==> config.mk <==
export PLATFORM = sky130hd
export DESIGN_NAME = swo_ctrl
export DESIGN_NICKNAME = d
export VERILOG_FILES = /design/src/hw/swo_pkg.sv /design/src/hw/swo_dly_if.sv /design/src/hw/swo_ctrl.sv /design/src/hw/swo_delay.sv /design/src/hw/swo_tick.sv
export VERILOG_INCLUDE_DIRS = /design/src /design/src/hw
export SDC_FILE = /design/constraint.sdc
export NUM_CORES = 1
export LEC_CHECK = 0
export ABC_AREA = 1
export BUFFER_PORTS_ARGS = -buffer_cell sky130_fd_sc_hd__buf_4
export CAP_MARGIN = 20
export CELL_PAD_IN_SITES_DETAIL_PLACEMENT = 1
export CELL_PAD_IN_SITES_GLOBAL_PLACEMENT = 1
export CORE_MARGIN = 3
export CORE_UTILIZATION = 35
export DETAILED_ROUTE_END_ITERATION = 12
export HOLD_SLACK_MARGIN = 0.03
export PLACE_DENSITY = 0.81
export SETUP_SLACK_MARGIN = 0.15
export SLEW_MARGIN = 5
export SYNTH_ARGS = -nofsm -noshare
export SYNTH_HDL_FRONTEND = slang
export SYNTH_SLANG_ARGS = --single-unit
export TNS_END_PERCENT = 20
==> constraint.sdc <==
create_clock -name hclk -period 3.1 [get_ports hclk]
set_clock_uncertainty 0.1 [all_clocks]
set_input_delay 0.31 -clock hclk [delete_from_list [all_inputs] [get_ports hclk]]
set_output_delay 0.31 -clock hclk [all_outputs]
set_load 0.02 [all_outputs]
==> src/hw/swo_map.svh <==
// Register offsets, field positions, reset values and timing counts of the switch output block.
`ifndef SWO_MAP_SVH
`define SWO_MAP_SVH

// ==========================================================================
// Register byte offsets.
`define SWO_OFS_CTRL        8'h00
`define SWO_OFS_ON_VAL      8'h04
`define SWO_OFS_OFF_VAL     8'h08
`define SWO_OFS_ON_DLY      8'h0c
`define SWO_OFS_OFF_DLY     8'h10
`define SWO_OFS_STATUS      8'h14

// ==========================================================================
// Control register field positions.
`define SWO_CTRL_FUNC_LSB   0
`define SWO_CTRL_SRC_LSB    4
`define SWO_CTRL_DIAG_LSB   8
`define SWO_CTRL_FAIL_LSB   12
`define SWO_CTRL_INV_BIT    16
`define SWO_CTRL_LIMEN_BIT  20

// ==========================================================================
// Reset values.
`define SWO_RST_VAL         32'h0000_0000
`define SWO_RST_DLY         11'h000

// ==========================================================================
// Timing: delays count in tenths of a second.
`define SWO_DLY_W           11
`define SWO_DLY_MAX         11'h3e8
`define SWO_TICK_MS         100
`define SWO_CLK_MHZ         125
`define SWO_TICK_CYCLES     (`SWO_TICK_MS * 1000 * `SWO_CLK_MHZ)

`endif

==> src/hw/swo_pkg.sv <==
// Types shared by the switch output block.
package swo_pkg;

    // ======================================================================
    // Output function, status source, diagnostic category, failure mode.
    typedef enum logic [2:0] {
        SWO_FN_OFF, SWO_FN_ON, SWO_FN_DIAG, SWO_FN_LIMIT, SWO_FN_DOUT
    } swo_func_t;

    typedef enum logic [2:0] {
        SWO_SRC_OFF, SWO_SRC_AD1, SWO_SRC_AD2,
        SWO_SRC_DO1, SWO_SRC_DO2, SWO_SRC_DO3, SWO_SRC_DO4
    } swo_src_t;

    typedef enum logic [1:0] {
        SWO_DG_ALARM, SWO_DG_ALARM_WARN, SWO_DG_WARN
    } swo_diag_t;

    typedef enum logic [1:0] {
        SWO_FL_ACTUAL, SWO_FL_OPEN, SWO_FL_CLOSED
    } swo_fail_t;

endpackage

==> src/hw/swo_dly_if.sv <==
// Carrier between the controller and one qualification delay timer.
`timescale 1ns/100ps
`include "swo_map.svh"
interface swo_dly_if;
    logic                  tick;
    logic                  arm;
    logic [`SWO_DLY_W-1:0] lim;
    logic                  done;
    modport owner (output tick, output arm, output lim, input done);
    modport timer (input tick, input arm, input lim, output done);
endinterface

==> src/hw/swo_ctrl.sv <==
// Switch output controller with its AHB-Lite register slave.
//
// Added by the designer: the AHB-Lite slave port and the register addresses.
`timescale 1ns/100ps
`include "swo_map.svh"
module swo_ctrl #(
    parameter int unsigned TICK_CYCLES = `SWO_TICK_CYCLES
) (
    input  wire logic        hclk,
    input  wire logic        hresetn,
    input  wire logic        ce,
    input  wire logic        hsel,
    input  wire logic [31:0] haddr,
    input  wire logic [1:0]  htrans,
    input  wire logic        hwrite,
    input  wire logic [2:0]  hsize,
    input  wire logic [31:0] hwdata,
    input  wire logic        hready,
    output logic             hreadyout,
    output logic             hresp,
    output logic [31:0]      hrdata,
    input  wire logic [31:0] meas_value,
    input  wire logic        alarm,
    input  wire logic        warning,
    input  wire logic [5:0]  dig_src,
    output logic             switch_closed
);

    // ======================================================================
    // Helper functions.

    // Maps an IEEE single to an unsigned key whose order is the numeric order.
    // Both zeros map to the same key so that +0 and -0 compare equal.
    function automatic logic [31:0] f_key(input logic [31:0] x);
        logic [31:0] k;
        if (x[30:0] == 31'h0000_0000) begin
            k = 32'h8000_0000;
        end else if (x[31]) begin
            k = ~x;
        end else begin
            k = x ^ 32'h8000_0000;
        end
        return k;
    endfunction

    // Strict greater-than on two singles. NaN gets no special treatment and
    // orders by its bit pattern, so software must not program one.
    function automatic logic f_gt(input logic [31:0] a, input logic [31:0] b);
        return f_key(a) > f_key(b);
    endfunction

    // Delay entries beyond the top of the range are clipped to it.
    function automatic logic [`SWO_DLY_W-1:0] f_clamp(input logic [31:0] v);
        logic [`SWO_DLY_W-1:0] r;
        if (v > 32'(`SWO_DLY_MAX)) begin
            r = `SWO_DLY_MAX;
        end else begin
            r = v[`SWO_DLY_W-1:0];
        end
        return r;
    endfunction

    // ======================================================================
    // Declarations.
    logic [2:0]            func_r,    func_nxt;
    logic [2:0]            src_r,     src_nxt;
    logic [1:0]            diag_r,    diag_nxt;
    logic [1:0]            fail_r,    fail_nxt;
    logic                  inv_r,     inv_nxt;
    logic                  limen_r,   limen_nxt;
    logic [31:0]           on_val_r,  on_val_nxt;
    logic [31:0]           off_val_r, off_val_nxt;
    logic [`SWO_DLY_W-1:0] on_dly_r,  on_dly_nxt;
    logic [`SWO_DLY_W-1:0] off_dly_r, off_dly_nxt;
    logic                  wr_pend_r, wr_pend_nxt;
    logic [7:0]            waddr_r,   waddr_nxt;
    logic [31:0]           hrdata_r,  hrdata_nxt;
    logic                  hready_r,  hready_nxt;
    logic                  limit_r,   limit_nxt;
    logic                  sw_r,      sw_nxt;
    logic                  hresp_r;
    logic                  tick;
    logic                  addr_ok;
    logic                  on_cond;
    logic                  off_cond;
    logic                  computed;
    logic                  src_bit;
    logic                  diag_evt;
    logic [7:0]            raddr;
    logic [31:0]           status;

    swo_dly_if on_if ();
    swo_dly_if off_if ();

    // ======================================================================
    // Timebase and the two qualification timers.
    // The timebase runs free, so the first tick after arming comes anywhere
    // within one tick period: a delay may end up to one tenth early.
    swo_tick #(
        .TICK_CYCLES (TICK_CYCLES)
    ) u_tick (
        .hclk    (hclk),
        .hresetn (hresetn),
        .ce      (ce),
        .tick    (tick)
    );

    swo_delay u_on_dly (
        .hclk    (hclk),
        .hresetn (hresetn),
        .ce      (ce),
        .dly     (on_if.timer)
    );

    swo_delay u_off_dly (
        .hclk    (hclk),
        .hresetn (hresetn),
        .ce      (ce),
        .dly     (off_if.timer)
    );

    // ======================================================================
    // Bus slave: address phase decode, write commit in the data phase.
    // Writes land one edge after the address phase, so reads are served from
    // the next-state values; a read right after a write sees the new value.
    // Keep the bus idle while ce is low: an address phase ending on a frozen
    // edge is dropped, so ready falls one cycle after ce to stall the master.
    assign addr_ok = hsel && htrans[1] && hready && ce;
    assign raddr   = {haddr[7:2], 2'b00};

    always_comb begin
        func_nxt    = func_r;
        src_nxt     = src_r;
        diag_nxt    = diag_r;
        fail_nxt    = fail_r;
        inv_nxt     = inv_r;
        limen_nxt   = limen_r;
        on_val_nxt  = on_val_r;
        off_val_nxt = off_val_r;
        on_dly_nxt  = on_dly_r;
        off_dly_nxt = off_dly_r;
        wr_pend_nxt = wr_pend_r;
        waddr_nxt   = waddr_r;
        if (ce) begin
            if (wr_pend_r) begin
                unique case (waddr_r)
                    `SWO_OFS_CTRL: begin
                        func_nxt  = hwdata[`SWO_CTRL_FUNC_LSB +: 3];
                        src_nxt   = hwdata[`SWO_CTRL_SRC_LSB +: 3];
                        diag_nxt  = hwdata[`SWO_CTRL_DIAG_LSB +: 2];
                        fail_nxt  = hwdata[`SWO_CTRL_FAIL_LSB +: 2];
                        inv_nxt   = hwdata[`SWO_CTRL_INV_BIT];
                        limen_nxt = hwdata[`SWO_CTRL_LIMEN_BIT];
                    end
                    `SWO_OFS_ON_VAL:  on_val_nxt  = hwdata;
                    `SWO_OFS_OFF_VAL: off_val_nxt = hwdata;
                    `SWO_OFS_ON_DLY:  on_dly_nxt  = f_clamp(hwdata);
                    `SWO_OFS_OFF_DLY: off_dly_nxt = f_clamp(hwdata);
                    default: ;
                endcase
            end
            wr_pend_nxt = addr_ok && hwrite;
            waddr_nxt   = {haddr[7:2], 2'b00};
        end
    end

    // Status word shows live state; the switch bit is the driven output.
    always_comb begin
        status     = 32'h0000_0000;
        status[0]  = sw_r;
        status[1]  = limit_r;
        status[2]  = on_if.arm;
        status[3]  = off_if.arm;
        status[4]  = alarm;
        status[5]  = warning;
    end

    // Read data and ready. Unmapped offsets read as zero and take writes
    // silently; the answer is always OKAY.
    always_comb begin
        hrdata_nxt = hrdata_r;
        hready_nxt = ce;
        if (addr_ok && !hwrite) begin
            hrdata_nxt = 32'h0000_0000;
            unique case (raddr)
                `SWO_OFS_CTRL: begin
                    hrdata_nxt[`SWO_CTRL_FUNC_LSB +: 3] = func_nxt;
                    hrdata_nxt[`SWO_CTRL_SRC_LSB +: 3]  = src_nxt;
                    hrdata_nxt[`SWO_CTRL_DIAG_LSB +: 2] = diag_nxt;
                    hrdata_nxt[`SWO_CTRL_FAIL_LSB +: 2] = fail_nxt;
                    hrdata_nxt[`SWO_CTRL_INV_BIT]       = inv_nxt;
                    hrdata_nxt[`SWO_CTRL_LIMEN_BIT]     = limen_nxt;
                end
                `SWO_OFS_ON_VAL:  hrdata_nxt = on_val_nxt;
                `SWO_OFS_OFF_VAL: hrdata_nxt = off_val_nxt;
                `SWO_OFS_ON_DLY:  hrdata_nxt = 32'(on_dly_nxt);
                `SWO_OFS_OFF_DLY: hrdata_nxt = 32'(off_dly_nxt);
                `SWO_OFS_STATUS:  hrdata_nxt = status;
                default: ;
            endcase
        end
    end

    // Configuration and bus registers; reset gives the factory settings.
    always_ff @(posedge hclk or negedge hresetn) begin
        if (!hresetn) begin
            func_r    <= 3'(swo_pkg::SWO_FN_OFF);
            src_r     <= 3'(swo_pkg::SWO_SRC_OFF);
            diag_r    <= 2'(swo_pkg::SWO_DG_ALARM);
            fail_r    <= 2'(swo_pkg::SWO_FL_OPEN);
            inv_r     <= 1'b0;
            limen_r   <= 1'b0;
            on_val_r  <= `SWO_RST_VAL;
            off_val_r <= `SWO_RST_VAL;
            on_dly_r  <= `SWO_RST_DLY;
            off_dly_r <= `SWO_RST_DLY;
            wr_pend_r <= 1'b0;
            waddr_r   <= 8'h00;
            hrdata_r  <= 32'h0000_0000;
            hready_r  <= 1'b1;
            hresp_r   <= 1'b0;
        end else begin
            func_r    <= func_nxt;
            src_r     <= src_nxt;
            diag_r    <= diag_nxt;
            fail_r    <= fail_nxt;
            inv_r     <= inv_nxt;
            limen_r   <= limen_nxt;
            on_val_r  <= on_val_nxt;
            off_val_r <= off_val_nxt;
            on_dly_r  <= on_dly_nxt;
            off_dly_r <= off_dly_nxt;
            wr_pend_r <= wr_pend_nxt;
            waddr_r   <= waddr_nxt;
            hrdata_r  <= hrdata_nxt;
            hready_r  <= hready_nxt;
            hresp_r   <= 1'b0;
        end
    end

    // ======================================================================
    // Limit comparison. Equal thresholds behave as the switch-on-above case.
    // Both compares are strict, so a value sitting exactly on a threshold
    // leaves the limit state where it was.
    always_comb begin
        if (f_gt(off_val_r, on_val_r)) begin
            on_cond  = f_gt(on_val_r, meas_value);
            off_cond = f_gt(meas_value, off_val_r);
        end else begin
            on_cond  = f_gt(meas_value, on_val_r);
            off_cond = f_gt(off_val_r, meas_value);
        end
    end

    // Each timer runs only while its transition is wanted and pending, so a
    // value that wanders back into the band restarts it.
    assign on_if.tick  = tick;
    assign on_if.lim   = on_dly_r;
    assign on_if.arm   = limen_r && !limit_r && on_cond;
    assign off_if.tick = tick;
    assign off_if.lim  = off_dly_r;
    assign off_if.arm  = limen_r && limit_r && off_cond;

    // Limit state holds between the thresholds; without an assigned
    // variable it rests open.
    always_comb begin
        limit_nxt = limit_r;
        if (ce) begin
            if (!limen_r) begin
                limit_nxt = 1'b0;
            end else if (on_if.done) begin
                limit_nxt = 1'b1;
            end else if (off_if.done) begin
                limit_nxt = 1'b0;
            end
        end
    end

    // ======================================================================
    // Source select and diagnostic category decode.
    // Source Off and the spare code give open before inversion, so an
    // unconfigured digital output rests in the safe state.
    always_comb begin
        unique case (swo_pkg::swo_src_t'(src_r))
            swo_pkg::SWO_SRC_AD1: src_bit = dig_src[0];
            swo_pkg::SWO_SRC_AD2: src_bit = dig_src[1];
            swo_pkg::SWO_SRC_DO1: src_bit = dig_src[2];
            swo_pkg::SWO_SRC_DO2: src_bit = dig_src[3];
            swo_pkg::SWO_SRC_DO3: src_bit = dig_src[4];
            swo_pkg::SWO_SRC_DO4: src_bit = dig_src[5];
            default:              src_bit = 1'b0;
        endcase
    end

    always_comb begin
        unique case (swo_pkg::swo_diag_t'(diag_r))
            swo_pkg::SWO_DG_ALARM_WARN: diag_evt = alarm || warning;
            swo_pkg::SWO_DG_WARN:       diag_evt = warning;
            default:                    diag_evt = alarm;
        endcase
    end

    // ======================================================================
    // Output composition: function, then failure mode, then inversion.
    // Undefined function codes fall back to open, the safe state.
    // The failure mode is left out in diagnostic function, where the
    // selected diagnostic event already decides the output.
    always_comb begin
        unique case (swo_pkg::swo_func_t'(func_r))
            swo_pkg::SWO_FN_ON:    computed = 1'b1;
            swo_pkg::SWO_FN_DIAG:  computed = !diag_evt;
            swo_pkg::SWO_FN_LIMIT: computed = limit_r;
            swo_pkg::SWO_FN_DOUT:  computed = src_bit;
            default:               computed = 1'b0;
        endcase
        if (alarm && (func_r == 3'(swo_pkg::SWO_FN_LIMIT) ||
                      func_r == 3'(swo_pkg::SWO_FN_DOUT))) begin
            if (fail_r == 2'(swo_pkg::SWO_FL_OPEN)) begin
                computed = 1'b0;
            end else if (fail_r == 2'(swo_pkg::SWO_FL_CLOSED)) begin
                computed = 1'b1;
            end
        end
        sw_nxt = ce ? (computed ^ inv_r) : sw_r;
    end

    // Logic state registers; the output comes straight from sw_r.
    always_ff @(posedge hclk or negedge hresetn) begin
        if (!hresetn) begin
            limit_r <= 1'b0;
            sw_r    <= 1'b0;
        end else begin
            limit_r <= limit_nxt;
            sw_r    <= sw_nxt;
        end
    end

    // Every output leaves straight from a register.
    assign switch_closed = sw_r;
    assign hreadyout     = hready_r;
    assign hrdata        = hrdata_r;
    assign hresp         = hresp_r;

endmodule // swo_ctrl

==> src/hw/swo_delay.sv <==
// Qualification timer: reports done once its condition held over the programmed number of ticks.
`timescale 1ns/100ps
`include "swo_map.svh"
module swo_delay (
    input  wire logic    hclk,
    input  wire logic    hresetn,
    input  wire logic    ce,
    swo_dly_if.timer     dly
);
    logic [`SWO_DLY_W-1:0] cnt_r;
    logic [`SWO_DLY_W-1:0] cnt_nxt;

    // ======================================================================
    // Count ticks while armed; any lapse of the condition restarts from zero.
    always_comb begin
        cnt_nxt = cnt_r;
        if (ce) begin
            if (!dly.arm) begin
                cnt_nxt = `SWO_RST_DLY;
            end else if (dly.tick && cnt_r < dly.lim) begin
                cnt_nxt = cnt_r + `SWO_DLY_W'(1);
            end
        end
    end

    always_ff @(posedge hclk or negedge hresetn) begin
        if (!hresetn) begin
            cnt_r <= `SWO_RST_DLY;
        end else begin
            cnt_r <= cnt_nxt;
        end
    end

    // A zero delay qualifies at once.
    assign dly.done = dly.arm && (cnt_r >= dly.lim);
endmodule // swo_delay

==> src/hw/swo_tick.sv <==
// Slow timebase: one-cycle pulse every tenth of a second.
`timescale 1ns/100ps
module swo_tick #(
    parameter int unsigned TICK_CYCLES = 12500000
) (
    input  wire logic hclk,
    input  wire logic hresetn,
    input  wire logic ce,
    output logic      tick
);
    logic [31:0] cnt_r;
    logic [31:0] cnt_nxt;
    logic        tick_r;
    logic        tick_nxt;

    // ======================================================================
    // Free-running divider; frozen with the clock enable.
    always_comb begin
        cnt_nxt  = cnt_r;
        tick_nxt = 1'b0;
        if (ce) begin
            if (cnt_r >= TICK_CYCLES - 1) begin
                cnt_nxt  = 32'h0000_0000;
                tick_nxt = 1'b1;
            end else begin
                cnt_nxt = cnt_r + 32'h0000_0001;
            end
        end else begin
            tick_nxt = tick_r;
        end
    end

    // Registers only.
    always_ff @(posedge hclk or negedge hresetn) begin
        if (!hresetn) begin
            cnt_r  <= 32'h0000_0000;
            tick_r <= 1'b0;
        end else begin
            cnt_r  <= cnt_nxt;
            tick_r <= tick_nxt;
        end
    end

    assign tick = tick_r;
endmodule // swo_tick

---- After elaboration in Yosys (flattened, before gate mapping) ----
Index checks and enable logic that the tools add are counted.
storage, ports and cells
  register bits after elaboration ......... 195
  input port bits ......................... 115
  output and inout port bits .............. 35
  word-level logic and storage cells ...... 166
operators by class
  add/sub/neg operators ................... 3
  $lt $le $gt $ge ......................... 11
  eq/ne operators ......................... 26
  multiplexer cells ....................... 72
  bitwise logic cells ..................... 7
  reductions and logical operators ........ 27
operators by type and width
  cell                                                                  number
  two-way mux 32 bit                                                    19
  > comparator 32 bit                                                   5
  two-way mux 11 bit                                                    11
  inverter 32 bit                                                       3
  logical NOT 31 bit                                                    3
  one-hot mux 3 bit (6 select lines)                                    2
  adder 32 x 1 -> 32 bit (second input constant)                        1
  greater-or-equal comparator 32 x 24 -> 1 bit (second input constant)  1
  > comparator 32 x 10 -> 1 bit (second input constant)                 1
  equality test 6 x 2 -> 1 bit (second input constant)                  4
  adder 11 x 1 -> 11 bit (second input constant)                        2
  greater-or-equal comparator 11 bit                                    2
  < comparator 11 bit                                                   2
  one-hot mux 11 bit (2 select lines)                                   1
  equality test 6 x 3 -> 1 bit (second input constant)                  3
  two-way mux 3 bit                                                     6
  logical NOT 8 bit                                                     2
  two-way mux 1 bit                                                     15
  logical AND 1 bit                                                     14
  equality test 3 x 2 -> 1 bit (second input constant)                  4
  equality test 3 bit (second input constant)                           4
  equality test 6 x 1 -> 1 bit (second input constant)                  2
  two-way mux 2 bit                                                     6
  one-hot mux 2 bit (5 select lines)                                    1
  other kinds (19)                                                      32

---- Logic depth before layout (Yosys ltp) ----
Gate-level depths: netlist of run 1.
  word-level depth ........................ 12
  mapped depth ............................ 27
  mapped depth without buffers ............ 26

---- Cells and area by module ----
Synthesis of run 1 repeated with hierarchy kept, for this count alone.
second synthesis, totals
  cells, all modules ...................... 2250
  area, all modules ....................... 15687.5 um^2
by module, submodules not included
  module     times used  cells each  area each (um^2)  sequential area each (um^2)
  swo_ctrl   1           1700        11748.8           3505.9
  swo_delay  2           147         989.7             275.3
  swo_tick   1           256         1959.4            825.8

---- Least setup slack after synthesis of run 1 ----
Ideal clock, no wire load.
  kind .................................... flip-flop to flip-flop
  start point ............................. register off_val_r[13]
  end point ............................... register u_on_dly.cnt_r[9]
  setup time .............................. 0.117 ns
  data arrival time ....................... 2.965 ns
  required time ........................... 2.883 ns
  setup slack ............................. -0.082 ns
  stages on the path, launching flop included .. 21
  buffers on the path ..................... 1
  clock period less this slack ............ 3.182 ns
  cells stage by stage .................... dfrtp_1 -> nor2_1 -> nand2_1 -> nor2_4 -> nand2_4 -> nor2_8 -> clkbuf_1 -> a21oi_1 -> ha_1 -> nand2_1 -> or3_1 -> nor4_2 -> nand4_1 -> nand2_2 -> inv_2 -> nand2_2 -> nand3_4 -> nand2_4 -> nand2_2 -> nand2_1 -> nand2_1
between the ends
  word-level cells in the longest chain between the ends .. 8
  elaborated cells between the ends (all ways) .. 10
  those cells by class .................... order compare: 1; eq/ne: 1; mux: 4; bitwise: 1; reduce/logical: 3
ends and longest elaborated chain
  what                                                                        RTL line         source
  from (decl)                                                                 swo_ctrl.sv:72   logic [31:0] off_val_r, off_val_nxt;
  from (signal assigned)                                                      swo_ctrl.sv:214  off_val_r <= `SWO_RST_VAL;
  from (signal assigned)                                                      swo_ctrl.sv:230  off_val_r <= off_val_nxt;
  parallel branches: the longest is 2 deep, another holds logical NOT 31 bit  -
  two-way mux 32 bit (*)                                                      swo_ctrl.sv:36   if (x[30:0] == 31'h0000_0000) begin
  > comparator 32 bit (*)                                                     swo_ctrl.sv:49   return f_key(a) > f_key(b);
  two-way mux 1 bit (*)                                                       swo_ctrl.sv:246  if (f_gt(off_val_r, on_val_r)) begin
  logical AND 1 bit (*)                                                       swo_ctrl.sv:259  assign on_if.arm = limen_r && !limit_r && on_cond;
  != test 2 bit (no line)                                                     -
  AND reduction 2 bit (no line)                                               -
  to (signal assigned)                                                        swo_delay.sv:28  cnt_r <= `SWO_RST_DLY;
  to (signal assigned)                                                        swo_delay.sv:30  cnt_r <= cnt_nxt;
  to (decl)                                                                   swo_delay.sv:10  logic [`SWO_DLY_W-1:0] cnt_r;
Every way passes the cells marked *.
A chain may end at the register's enable or synchronous reset.

---- Final worst setup path of run 1 ----
  start point ............................. register off_val_r[30]
  end point ............................... register u_off_dly.cnt_r[8]
between the ends
  word-level cells in the longest chain between the ends .. 9
  elaborated cells between the ends (all ways) .. 14
  those cells by class .................... order compare: 3; eq/ne: 1; mux: 6; bitwise: 1; reduce/logical: 3
ends and longest elaborated chain
  what                                                                        RTL line         source
  parallel branches: the longest is 2 deep, another holds logical NOT 31 bit  -
  two-way mux 32 bit (*)                                                      swo_ctrl.sv:36
  two-way mux 32 bit                                                          swo_ctrl.sv:246
  > comparator 32 bit                                                         swo_ctrl.sv:49
  two-way mux 1 bit (*)                                                       swo_ctrl.sv:246
  logical AND 1 bit (*)                                                       swo_ctrl.sv:262  assign off_if.arm = limen_r && limit_r && off_cond;
  != test 2 bit (no line)                                                     -
  AND reduction 2 bit (no line)                                               -
  to (signal assigned)                                                        swo_delay.sv:28
  to (signal assigned)                                                        swo_delay.sv:30
  to (decl)                                                                   swo_delay.sv:10
Every way passes the cells marked *. The select of a mux whose other input is x is not followed.

==> impl_metrics.py, run 1 <==
metrics = {
    "yosys": {
        "synth.avg_cell_area_um2": 7.02,
        "netlist_top_cells_area": "dfrtp_1 (31%), ha_1 (15%), nand2_1 (14%), inv_1 (8.1%), a21oi_1 (6.5%)",
        "yosys_warnings": 0,
        "yosysTopAreaCellShare_pct": 31.4,
        "synth-main-ff-cell": "dfrtp_1",
        "syn-num-nets": 2486,
        "ys_ff_latch": 195,
        "yosysTopAreaCell": "dfrtp_1",
        "synthArstFlopShare_pct": 100,
        "synth_edf_count": 0,
        "yosysMostFrequentCell": "nand2_1",
        "synthCells": 2191,
        "synth.cell_area_mm2": 0.0154,
        "ys_top_cells_by_count": "nand2_1 (558), inv_1 (332), nor2_1 (221)",
        "yosysSeqAreaShare_pct": 31.7,
        "synth_cell_types": 56,
    },
    "global_routing": {
        "grt_max_degree": 73,
        "grt_pass1_wl_um": 91900,
        "grt_overflow": 0,
        "grt_util_all_layers_pct": 24.6,
        "grt_pass1_vias": 17600,
        "grt_antenna_before_repair": 0,
    },
    "status": {
        "violations": "negative setup slack",
        "status": "complete, but fails checks",
    },
    "sta": {
        "maxSlewHeadroom_pct": 49.6,
        "setup_violations": 25,
        "finalCriticalPeriod_ps": 3720,
        "worst_slew_pin_slew_ps": 755,
        "final_hold_viol_count": 0,
        "fin_crit_sh_pct": 120,
        "setup_slack_ps": -622,
        "fmax_ghz": 0.269,
        "slew_violations": 0,
        "rsz0062_at_grt": "true",
    },
    "place": {
        "gp_congestion": 0.887,
        "dp_slack_ps": -735,
        "io_buffer_count": 118,
        "dp_hpwl_um": 46300,
        "post_dp_cell_area_mm2": 0.0194,
    },
    "critical_path": {
        "worstPathMaxFanout": 9,
        "start_kind": "flip-flop",
        "crit_start": "off_val_r[30]",
        "crit_type": "flip-flop to flip-flop",
        "endpoint_kind": "flip-flop",
        "rr_startpoint": "off_val_r[30]",
        "critPathRequiredTime_ps": 3400,
        "cp.arrival_ps": 4020,
        "reg2regPathDepth": 25,
    },
    "final_layout": {
        "layout-area-overhead-vs-synth_pct": 32.3,
        "fin_nets": 2900,
        "antenna_cells": 0,
        "post-route-cell-area_mm2": 0.0204,
        "drive_gt1_share_pct": 24.0,
        "postLayoutCoreUtil_pct": 47.0,
    },
    "die": {
        "die_area_mm2": 0.0465,
        "boundaryPins": 150,
        "die_x_um": 216,
        "row_count": 76,
        "coreArea_mm2": 0.0433,
        "start_util_pct": 35.6,
        "chipHeight_um": 216,
    },
    "pwr": {
        "swShare_pct": 35.9,
        "peakVddDrop_v": 0.000421,
        "pwr-share-seq_pct": 37.7,
        "power_switching_uw": 2720,
        "power.internal_uw": 4860,
        "combinationalPowerShare_pct": 32.1,
        "p_per_area_mw_per_mm2": 373,
        "clkPwrFrac_pct": 30.1,
        "leakage_uw": 0.0102,
    },
    "route": {
        "post_drt_wl_per_cell_um": 18.1,
        "firstDrtPassIters": 5,
        "vias_per_cell": 5.11,
        "finalWirelength_um": 58000,
        "drc_errors": 0,
        "drt_iter0_drc": 960,
        "num_vias": 16400,
        "ant_nets": 0,
    },
    "clocking": {
        "clock_path_buffers": 2,
        "clock_latency_ps": 460,
        "clkTransAtPathRegs_ps": 90,
        "cts_sinks": 195,
        "cts_tree": "built",
        "root_buffer": "clkbuf_16",
        "htree_levels": 4,
        "cts_buffers": 17,
    },
    "min_path": {
        "hold_start": "hwdata[23]",
        "min_path_type": "input port to flip-flop",
        "whs_path_depth": 3,
    },
    "run": {
        "maxCapViolCount": 0,
    },
}
-- worst paths after layout --
path / to / slack [ps]
max in group asynchronous: fail_r[0] / 1820
setup reg to reg: u_off_dly.cnt_r[8] / -620
hold / removal: on_val_r[23] / 50
hold reg to reg: u_tick.cnt_r[28] / 390
min in group asynchronous: on_val_r[5] / 280
setup / recovery: u_off_dly.cnt_r[8] / -620
-- critical path, cell delays in order (launching register included) --
cell and delay, ps:
dfrtp_1 400, nor2_2 150, buf_4 140, nand2_1 60, nor2_2 90, nand2_2 110, nor2_8 170, buf_12 150
buf_4 110, a21oi_1 50, ha_1 340, a21oi_2 160, o21ai_0 90, nand2_1 70, nand3_1 70, nand2_1 70
nand2_1 80, a21oi_1 140, nand2_1 100, buf_4 140, nand3_1 100, a21oi_1 60, buf_4 160, nor2_4 230
nand4_1 160, nand2_1 130
-- flip-flops by register name, summed over array words and instances (netlist names), 2 cells and up --
signal	cells
hrdata	32
diag_r	2
on_val_r	32
on_dly_r	11
u_on_dly.cnt_r	11
func_r	3
u_off_dly.cnt_r	11
off_dly_r	11
src_r	3
fail_r	2
u_tick.cnt_r	32
waddr_r	6
off_val_r	32
-- through the flow --
stage	total power (uW)	hold slack [ps]	setup TNS [ps]	instances
after floorplan	4060	-85.6	0	2191
after global placement	5110	220	-12000	3157
after detailed placement	5250	220	-16720	3157
after CTS	7570	32.1	-13740	3198
after global routing	8000	50.3	-18150	3203
final	7580	48.6	-13500	3203
-- routing by layer --
layer	vias to the layer above	track usage, %	wire length [um]
met3	117	3.11	2260
met1	8015	30.0	24600
li1	7836	-	-
met4	0	10.7	2260
met5	-	0	0
met2	394	43.5	28900
-- logic make-up after synthesis --
logic type               share of synthesized area, %
AO/OA/AOI/OAI                                    14.2
buffers and inverters                            10.2
other                                          0.0244
flip-flops                                       31.7
XOR/XNOR                                         1.94
adder cells (fa/ha/maj)                          14.6
AND/OR/NAND/NOR                                  27.3
-- power by group through the flow --
stage                     combinational, uW  clock [uW]  sequential [uW]
after global placement                 2210           0             2890
after detailed placement               2350           0             2900
after floorplan                        1130           0             2930
after CTS                              2390        2330             2860
after global routing                   2700        2420             2880
final                                  2440        2290             2860
-- layout by cell type, fill, tap and decap left out, types with 5 or more instances in the layout --
cell type      count
inv_1            329
nand4_1           21
buf_12            10
dlygate4sd3_1      9
clkbuf_16         18
nand3_2           11
nand2_1          550
nand2_2           17
nor4_1            13
buf_4            440
o2111ai_1          5
xnor2_1            9
nand3_1           50
dfrtp_1          193
a21oi_1          177
o21ai_0          128
o211ai_1           5
a21oi_2           23
xor2_1            25
or2_2             29
nor2_2            17
nor2_1           207
a31oi_1           21
inv_2              8
nor2_4             8
a221oi_1          10
nor3_1            24
ha_1             180
-- what timing repair did --
item / in CTS / in global routing
hold buffers: 9 / 0
setup endpoints to repair: 25 / 25
pin swaps: 1 / 6
hold endpoints to repair: 64 / 0
cloned: 0 / 2
resized for setup: 13 / 50
setup buffers: 0 / 3
-- final cells by class --
class                           count  area [um^2]
Fill cell                        5509        22900
Clock inverter                     15          179
Inverter                          337         1260
Multi-Input combinational cell   1590         9200
Clock buffer                       17          425
Tap cell                          585          732
Sequential cell                   195         4880
Timing Repair Buffer              464         3670
Power figures use the tool's default switching activity.
==> run 2: changes to the inputs <==
CTS_CLUSTER_SIZE = 24   (was unset)
SKIP_LAST_GASP = 1   (was unset)
==> impl_metrics.py, run 2 (synthesis gave the netlist of run 1 again) <==
metrics = {
    "status": {
        "status": "complete, but fails checks",
        "violations": "negative setup slack",
    },
    "place": {
        "io_buffer_count": 118,
        "placed_cells": 3157,
        "post_dp_cell_area_mm2": 0.0194,
        "dp_hpwl_um": 46300,
        "gp_congestion": 0.887,
    },
    "pwr": {
        "power_switching_uw": 2710,
        "combinationalPowerShare_pct": 32.0,
        "pwr-share-seq_pct": 37.8,
        "peakVddDrop_v": 0.000419,
        "swShare_pct": 35.8,
        "power.internal_uw": 4860,
        "clkPwrFrac_pct": 30.2,
        "leakage_uw": 0.0102,
        "p_per_area_mw_per_mm2": 372,
    },
    "die": {
        "start_util_pct": 35.6,
        "boundaryPins": 150,
        "die_area_mm2": 0.0465,
        "row_count": 76,
        "die_x_um": 216,
        "chipHeight_um": 216,
        "coreArea_mm2": 0.0433,
    },
    "critical_path": {
        "endpoint_kind": "flip-flop",
        "worstPathMaxFanout": 9,
        "cp.arrival_ps": 4070,
        "cpPeakStageDelay_ps": 390,
        "critPathRequiredTime_ps": 3360,
        "crit_type": "flip-flop to flip-flop",
        "rr_startpoint": "off_val_r[12]",
        "cp_common_cell": "nand2_1",
        "worst_path_max_delay_cell": "dfrtp_1",
        "start_kind": "flip-flop",
        "crit_start": "off_val_r[12]",
    },
    "global_routing": {
        "grt_max_degree": 73,
        "grt_pass1_vias": 17600,
        "grt_pass1_wl_um": 91900,
        "grt_overflow": 0,
        "grt_antenna_before_repair": 0,
        "grt_util_all_layers_pct": 24.6,
    },
    "sta": {
        "setup_slack_ps": -709,
        "finalCriticalPeriod_ps": 3810,
        "worst_slew_pin_slew_ps": 773,
        "fin_crit_sh_pct": 123,
        "setup_violations": 25,
        "maxSlewHeadroom_pct": 48.4,
        "final_hold_viol_count": 0,
        "setup_tns_ps": -15550,
        "slew_violations": 0,
        "fin_hold_ws_ps": 45.4,
        "rsz0062_at_grt": "true",
        "fmax_ghz": 0.263,
    },
    "route": {
        "vias_per_cell": 5.12,
        "finalWirelength_um": 58300,
        "num_vias": 16400,
        "post_drt_wl_per_cell_um": 18.2,
        "drc_errors": 0,
        "firstDrtPassIters": 5,
        "drt_iter0_drc": 887,
        "ant_nets": 0,
    },
    "clocking": {
        "clock_path_buffers": 2,
        "cts_tree": "built",
        "root_buffer": "clkbuf_16",
        "clkTransAtPathRegs_ps": 90,
        "htree_levels": 4,
        "clock_latency_ps": 470,
        "cts_sinks": 195,
        "cts_buffers": 17,
    },
    "final_layout": {
        "antenna_cells": 0,
        "final_common_cell": "nand2_1",
        "layout-area-overhead-vs-synth_pct": 32.1,
        "layout.cells.non_filler": 3205,
        "drive_gt1_share_pct": 23.4,
        "fin_nets": 2902,
        "final_cell_mix": "nand2_1 (552), buf_4 (441), inv_1 (330)",
        "post-route-cell-area_mm2": 0.0203,
    },
    "run": {
        "maxCapViolCount": 0,
    },
    "min_path": {
        "hold_start": "hwdata[23]",
        "min_path_type": "input port to flip-flop",
    },
}
[run 2: changes by cell type in the layout (fill, tap and decap cells not counted), sizes merged]
cell,change
clkbuf,+2
[run 2: path summary, 6_finish.rpt]
| path | to | slack, ps | cells past startpoint |
|---|---|---|---|
| max | u_off_dly.cnt_r[9] | -710 | 26 |
| min | on_val_r[23] | 50 | 3 |
| max reg2reg | u_off_dly.cnt_r[9] | -710 | 26 |
| min reg2reg | u_tick.cnt_r[26] | 390 | 2 |
| max in group asynchronous | hreadyout | 1820 | 3 |
| min in group asynchronous | on_val_r[5] | 280 | 2 |
[run 2: cell type report]
cell class	instances	area (um^2)
clock buffer	17	425
clock inverter	15	179
fill	5524	22900
inverter	337	1260
multi-input combinational	1590	9120
sequential	195	4880
tap	585	732
timing repair buffer	466	3720
[run 2: what timing repair did]
item | 4_1_cts | 5_1_grt
setup buffers | 0 | 3
resized for setup | 7 | 35
cloned | 0 | 4
endpoints found under the setup margin | 25 | 25
hold buffers | 9 | 0
hold endpoints to repair | 64 | 0
pin swaps | 1 | 8
[run 2: stage by stage]
| step | utilization [%] | total power (uW) | setup WS, ps |
|---|---|---|---|
| after floorplan | - | 4060 | 118 |
| after global placement | 44.8 | 5110 | -542 |
| after detailed placement | 44.8 | 5250 | -735 |
| after CTS | 46.4 | 7570 | -627 |
| after global routing | 47.0 | 7980 | -879 |
| final | 47.0 | 7570 | -709 |
[run 2: metal layers]
layer | part of all wire [%] | track usage (%)
met5 | 0 | 0
met4 | 4.0 | 10.5
met3 | 3.8 | 3.13
met2 | 50 | 43.5
met1 | 42 | 30.0
[run 2: power by group through the flow]
stage / Sequential, uW / Clock, uW / Combinational, uW
floorplan: 2930 / 0 / 1130
global route: 2880 / 2420 / 2680
detailed placement: 2900 / 0 / 2350
CTS: 2860 / 2330 / 2390
global placement: 2890 / 0 / 2210
finish: 2860 / 2280 / 2420
[run 2: worst max-delay path, delay by kind of cell (launching register included)]
| family | cells | cell delay, ps |
|---|---|---|
| simple gates | 20 | 2390 |
| compound gates | 1 | 100 |
| fa+ha+maj | 1 | 330 |
| buf+inv | 4 | 360 |
| flops | 1 | 390 |
==> run 3: changes to the inputs <==
TNS_END_PERCENT = unset   (was 20)
==> impl_metrics.py, run 3 (synthesis gave the netlist of run 1 again) <==
metrics = {
    "status": {
        "status": "complete, but fails checks",
        "violations": "negative setup slack",
    },
    "place": {
        "io_buffer_count": 118,
        "dp_slack_ps": -641,
        "placed_cells": 3150,
        "dp_hpwl_um": 46400,
        "post_dp_cell_area_mm2": 0.0193,
        "gp_congestion": 0.891,
    },
    "min_path": {
        "min_path_type": "input port to flip-flop",
    },
    "die": {
        "chipHeight_um": 216,
        "die_area_mm2": 0.0465,
        "coreArea_mm2": 0.0433,
        "start_util_pct": 35.6,
        "boundaryPins": 150,
        "die_x_um": 216,
        "row_count": 76,
    },
    "global_routing": {
        "grt_util_all_layers_pct": 24.5,
        "grt_pass1_wl_um": 92200,
        "grt_max_degree": 72,
        "grt_pass1_vias": 17700,
        "grt_antenna_before_repair": 1,
        "grt_overflow": 0,
    },
    "clocking": {
        "clock_latency_ps": 450,
        "cts_sinks": 195,
        "clkTransAtPathRegs_ps": 80,
        "cts_tree": "built",
        "root_buffer": "clkbuf_16",
        "htree_levels": 4,
        "cts_buffers": 17,
        "clock_path_buffers": 2,
    },
    "final_layout": {
        "fin_nets": 2915,
        "layout-area-overhead-vs-synth_pct": 37.0,
        "n_fill_cell": 5449,
        "antenna_cells": 0,
        "post-route-cell-area_mm2": 0.0211,
        "final_cell_mix": "nand2_1 (532), buf_4 (447), inv_1 (322)",
        "register_area_mm2": 0.00488,
        "postLayoutCoreUtil_pct": 48.7,
        "drive_gt1_share_pct": 27.6,
        "layout.cells.non_filler": 3218,
        "final_common_cell": "nand2_1",
        "multi_input_area_mm2": 0.00975,
    },
    "critical_path": {
        "worstPathMaxFanout": 6,
        "endpoint_kind": "flip-flop",
        "cp.arrival_ps": 4270,
        "critPathRequiredTime_ps": 3340,
        "start_kind": "flip-flop",
        "crit_type": "flip-flop to flip-flop",
    },
    "sta": {
        "final_hold_viol_count": 0,
        "worst_slew_pin_slew_ps": 744,
        "setup_slack_ps": -926,
        "finalCriticalPeriod_ps": 4030,
        "fmax_ghz": 0.248,
        "maxSlewHeadroom_pct": 50.3,
        "rsz0062_at_grt": "true",
        "setup_violations": 25,
        "fin_crit_sh_pct": 130,
        "slew_violations": 0,
        "setup_tns_ps": -19930,
    },
    "route": {
        "ant_nets": 0,
        "firstDrtPassIters": 5,
        "vias_per_cell": 5.35,
        "finalWirelength_um": 65100,
        "drt_iter0_drc": 1096,
        "post_drt_wl_per_cell_um": 20.2,
        "num_vias": 17200,
        "drc_errors": 0,
    },
    "pwr": {
        "swShare_pct": 36.4,
        "pwr-share-seq_pct": 36.2,
        "peakVddDrop_v": 0.000425,
        "combinationalPowerShare_pct": 35.3,
        "power.internal_uw": 5040,
        "clkPwrFrac_pct": 28.5,
        "power_switching_uw": 2880,
        "p_per_area_mw_per_mm2": 376,
        "leakage_uw": 0.0104,
    },
    "run": {
        "maxCapViolCount": 0,
    },
}
-- run 3: cell count changes in the layout (fill, tap and decap cells not counted), sizes merged --
cell	previous run	this run
clkbuf	21	23
bufinv	0	1
dlygate4sd3	9	6
clkinvlp	0	4
buf	453	468
clkinv	5	3
inv	347	343
-- run 3: stage by stage --
| step | hold WS [ps] | total power [uW] |
|---|---|---|
| 2_1_floorplan | -85.6 | 4060 |
| 3_3_place_gp | 230 | 5100 |
| 3_5_place_dp | 235 | 5260 |
| 4_1_cts | 37.2 | 7550 |
| 5_1_grt | 62.0 | 8280 |
| 6_report | 51.0 | 7910 |
-- run 3: area by class of cell --
cell class / count / area share, %
tap: 585 / 3.47
clock buffer: 18 / 2.04
sequential: 195 / 23.2
timing repair buffer: 479 / 18.3
multi-input combinational: 1590 / 46.3
inverter: 337 / 6.00
clock inverter: 14 / 0.701
-- run 3: path summary, 6_finish.rpt --
kind | from | end | slack, ps | cells past startpoint
max reg2reg | on_val_r[27] | u_on_dly.cnt_r[8] | -930 | 23
min | haddr[2] | waddr_r[2] | 50 | 3
min reg2reg | u_tick.cnt_r[29] | u_tick.cnt_r[29] | 380 | 2
max | on_val_r[27] | u_on_dly.cnt_r[8] | -930 | 23
min in group asynchronous | hresetn | on_val_r[6] | 320 | 2
max in group asynchronous | hresetn | fail_r[0] | 1760 | 3
-- run 3: power by group through the flow --
stage | registers [uW] | clock network [uW] | logic [uW]
after floorplan | 2930 | 0 | 1130
after global placement | 2890 | 0 | 2210
after detailed placement | 2900 | 0 | 2360
after CTS | 2850 | 2260 | 2440
after global routing | 2880 | 2380 | 3020
final | 2860 | 2260 | 2800
-- run 3: per-layer routing --
metal | GRT usage [%] | part of all wire, %
met4 | 9.69 | 5.5
met5 | 0 | 0.020
met3 | 2.99 | 4.9
met1 | 29.8 | 40
met2 | 44.1 | 50
-- run 3: worst max-delay path: stages, from the launching register on --
cell,delay [ps]
dfrtp_1,390
nor2_1,120
nand2_1,140
nor2_1,200
nand2_1,140
nor2_4,180
buf_6,130
buf_12,110
a21oi_4,50
buf_6,130
ha_1,290
nand2_1,100
nor2_2,160
nand4_1,250
nor3_4,260
nand3_2,100
or2_1,250
nand2_1,140
nand2_4,80
nand3_4,170
nand2_8,110
buf_12,170
nand3_2,60
nand2_1,60
-- run 3: repair_timing --
| action | in CTS | in global routing |
|---|---|---|
| gates resized for setup | 55 | 138 |
| pin swaps | 3 | 20 |
| hold buffers | 6 | 0 |
| endpoints found under the hold margin | 64 | 0 |
| setup buffers | 9 | 14 |
| gates cloned | 2 | 5 |
| endpoints found under the setup margin | 25 | 26 |
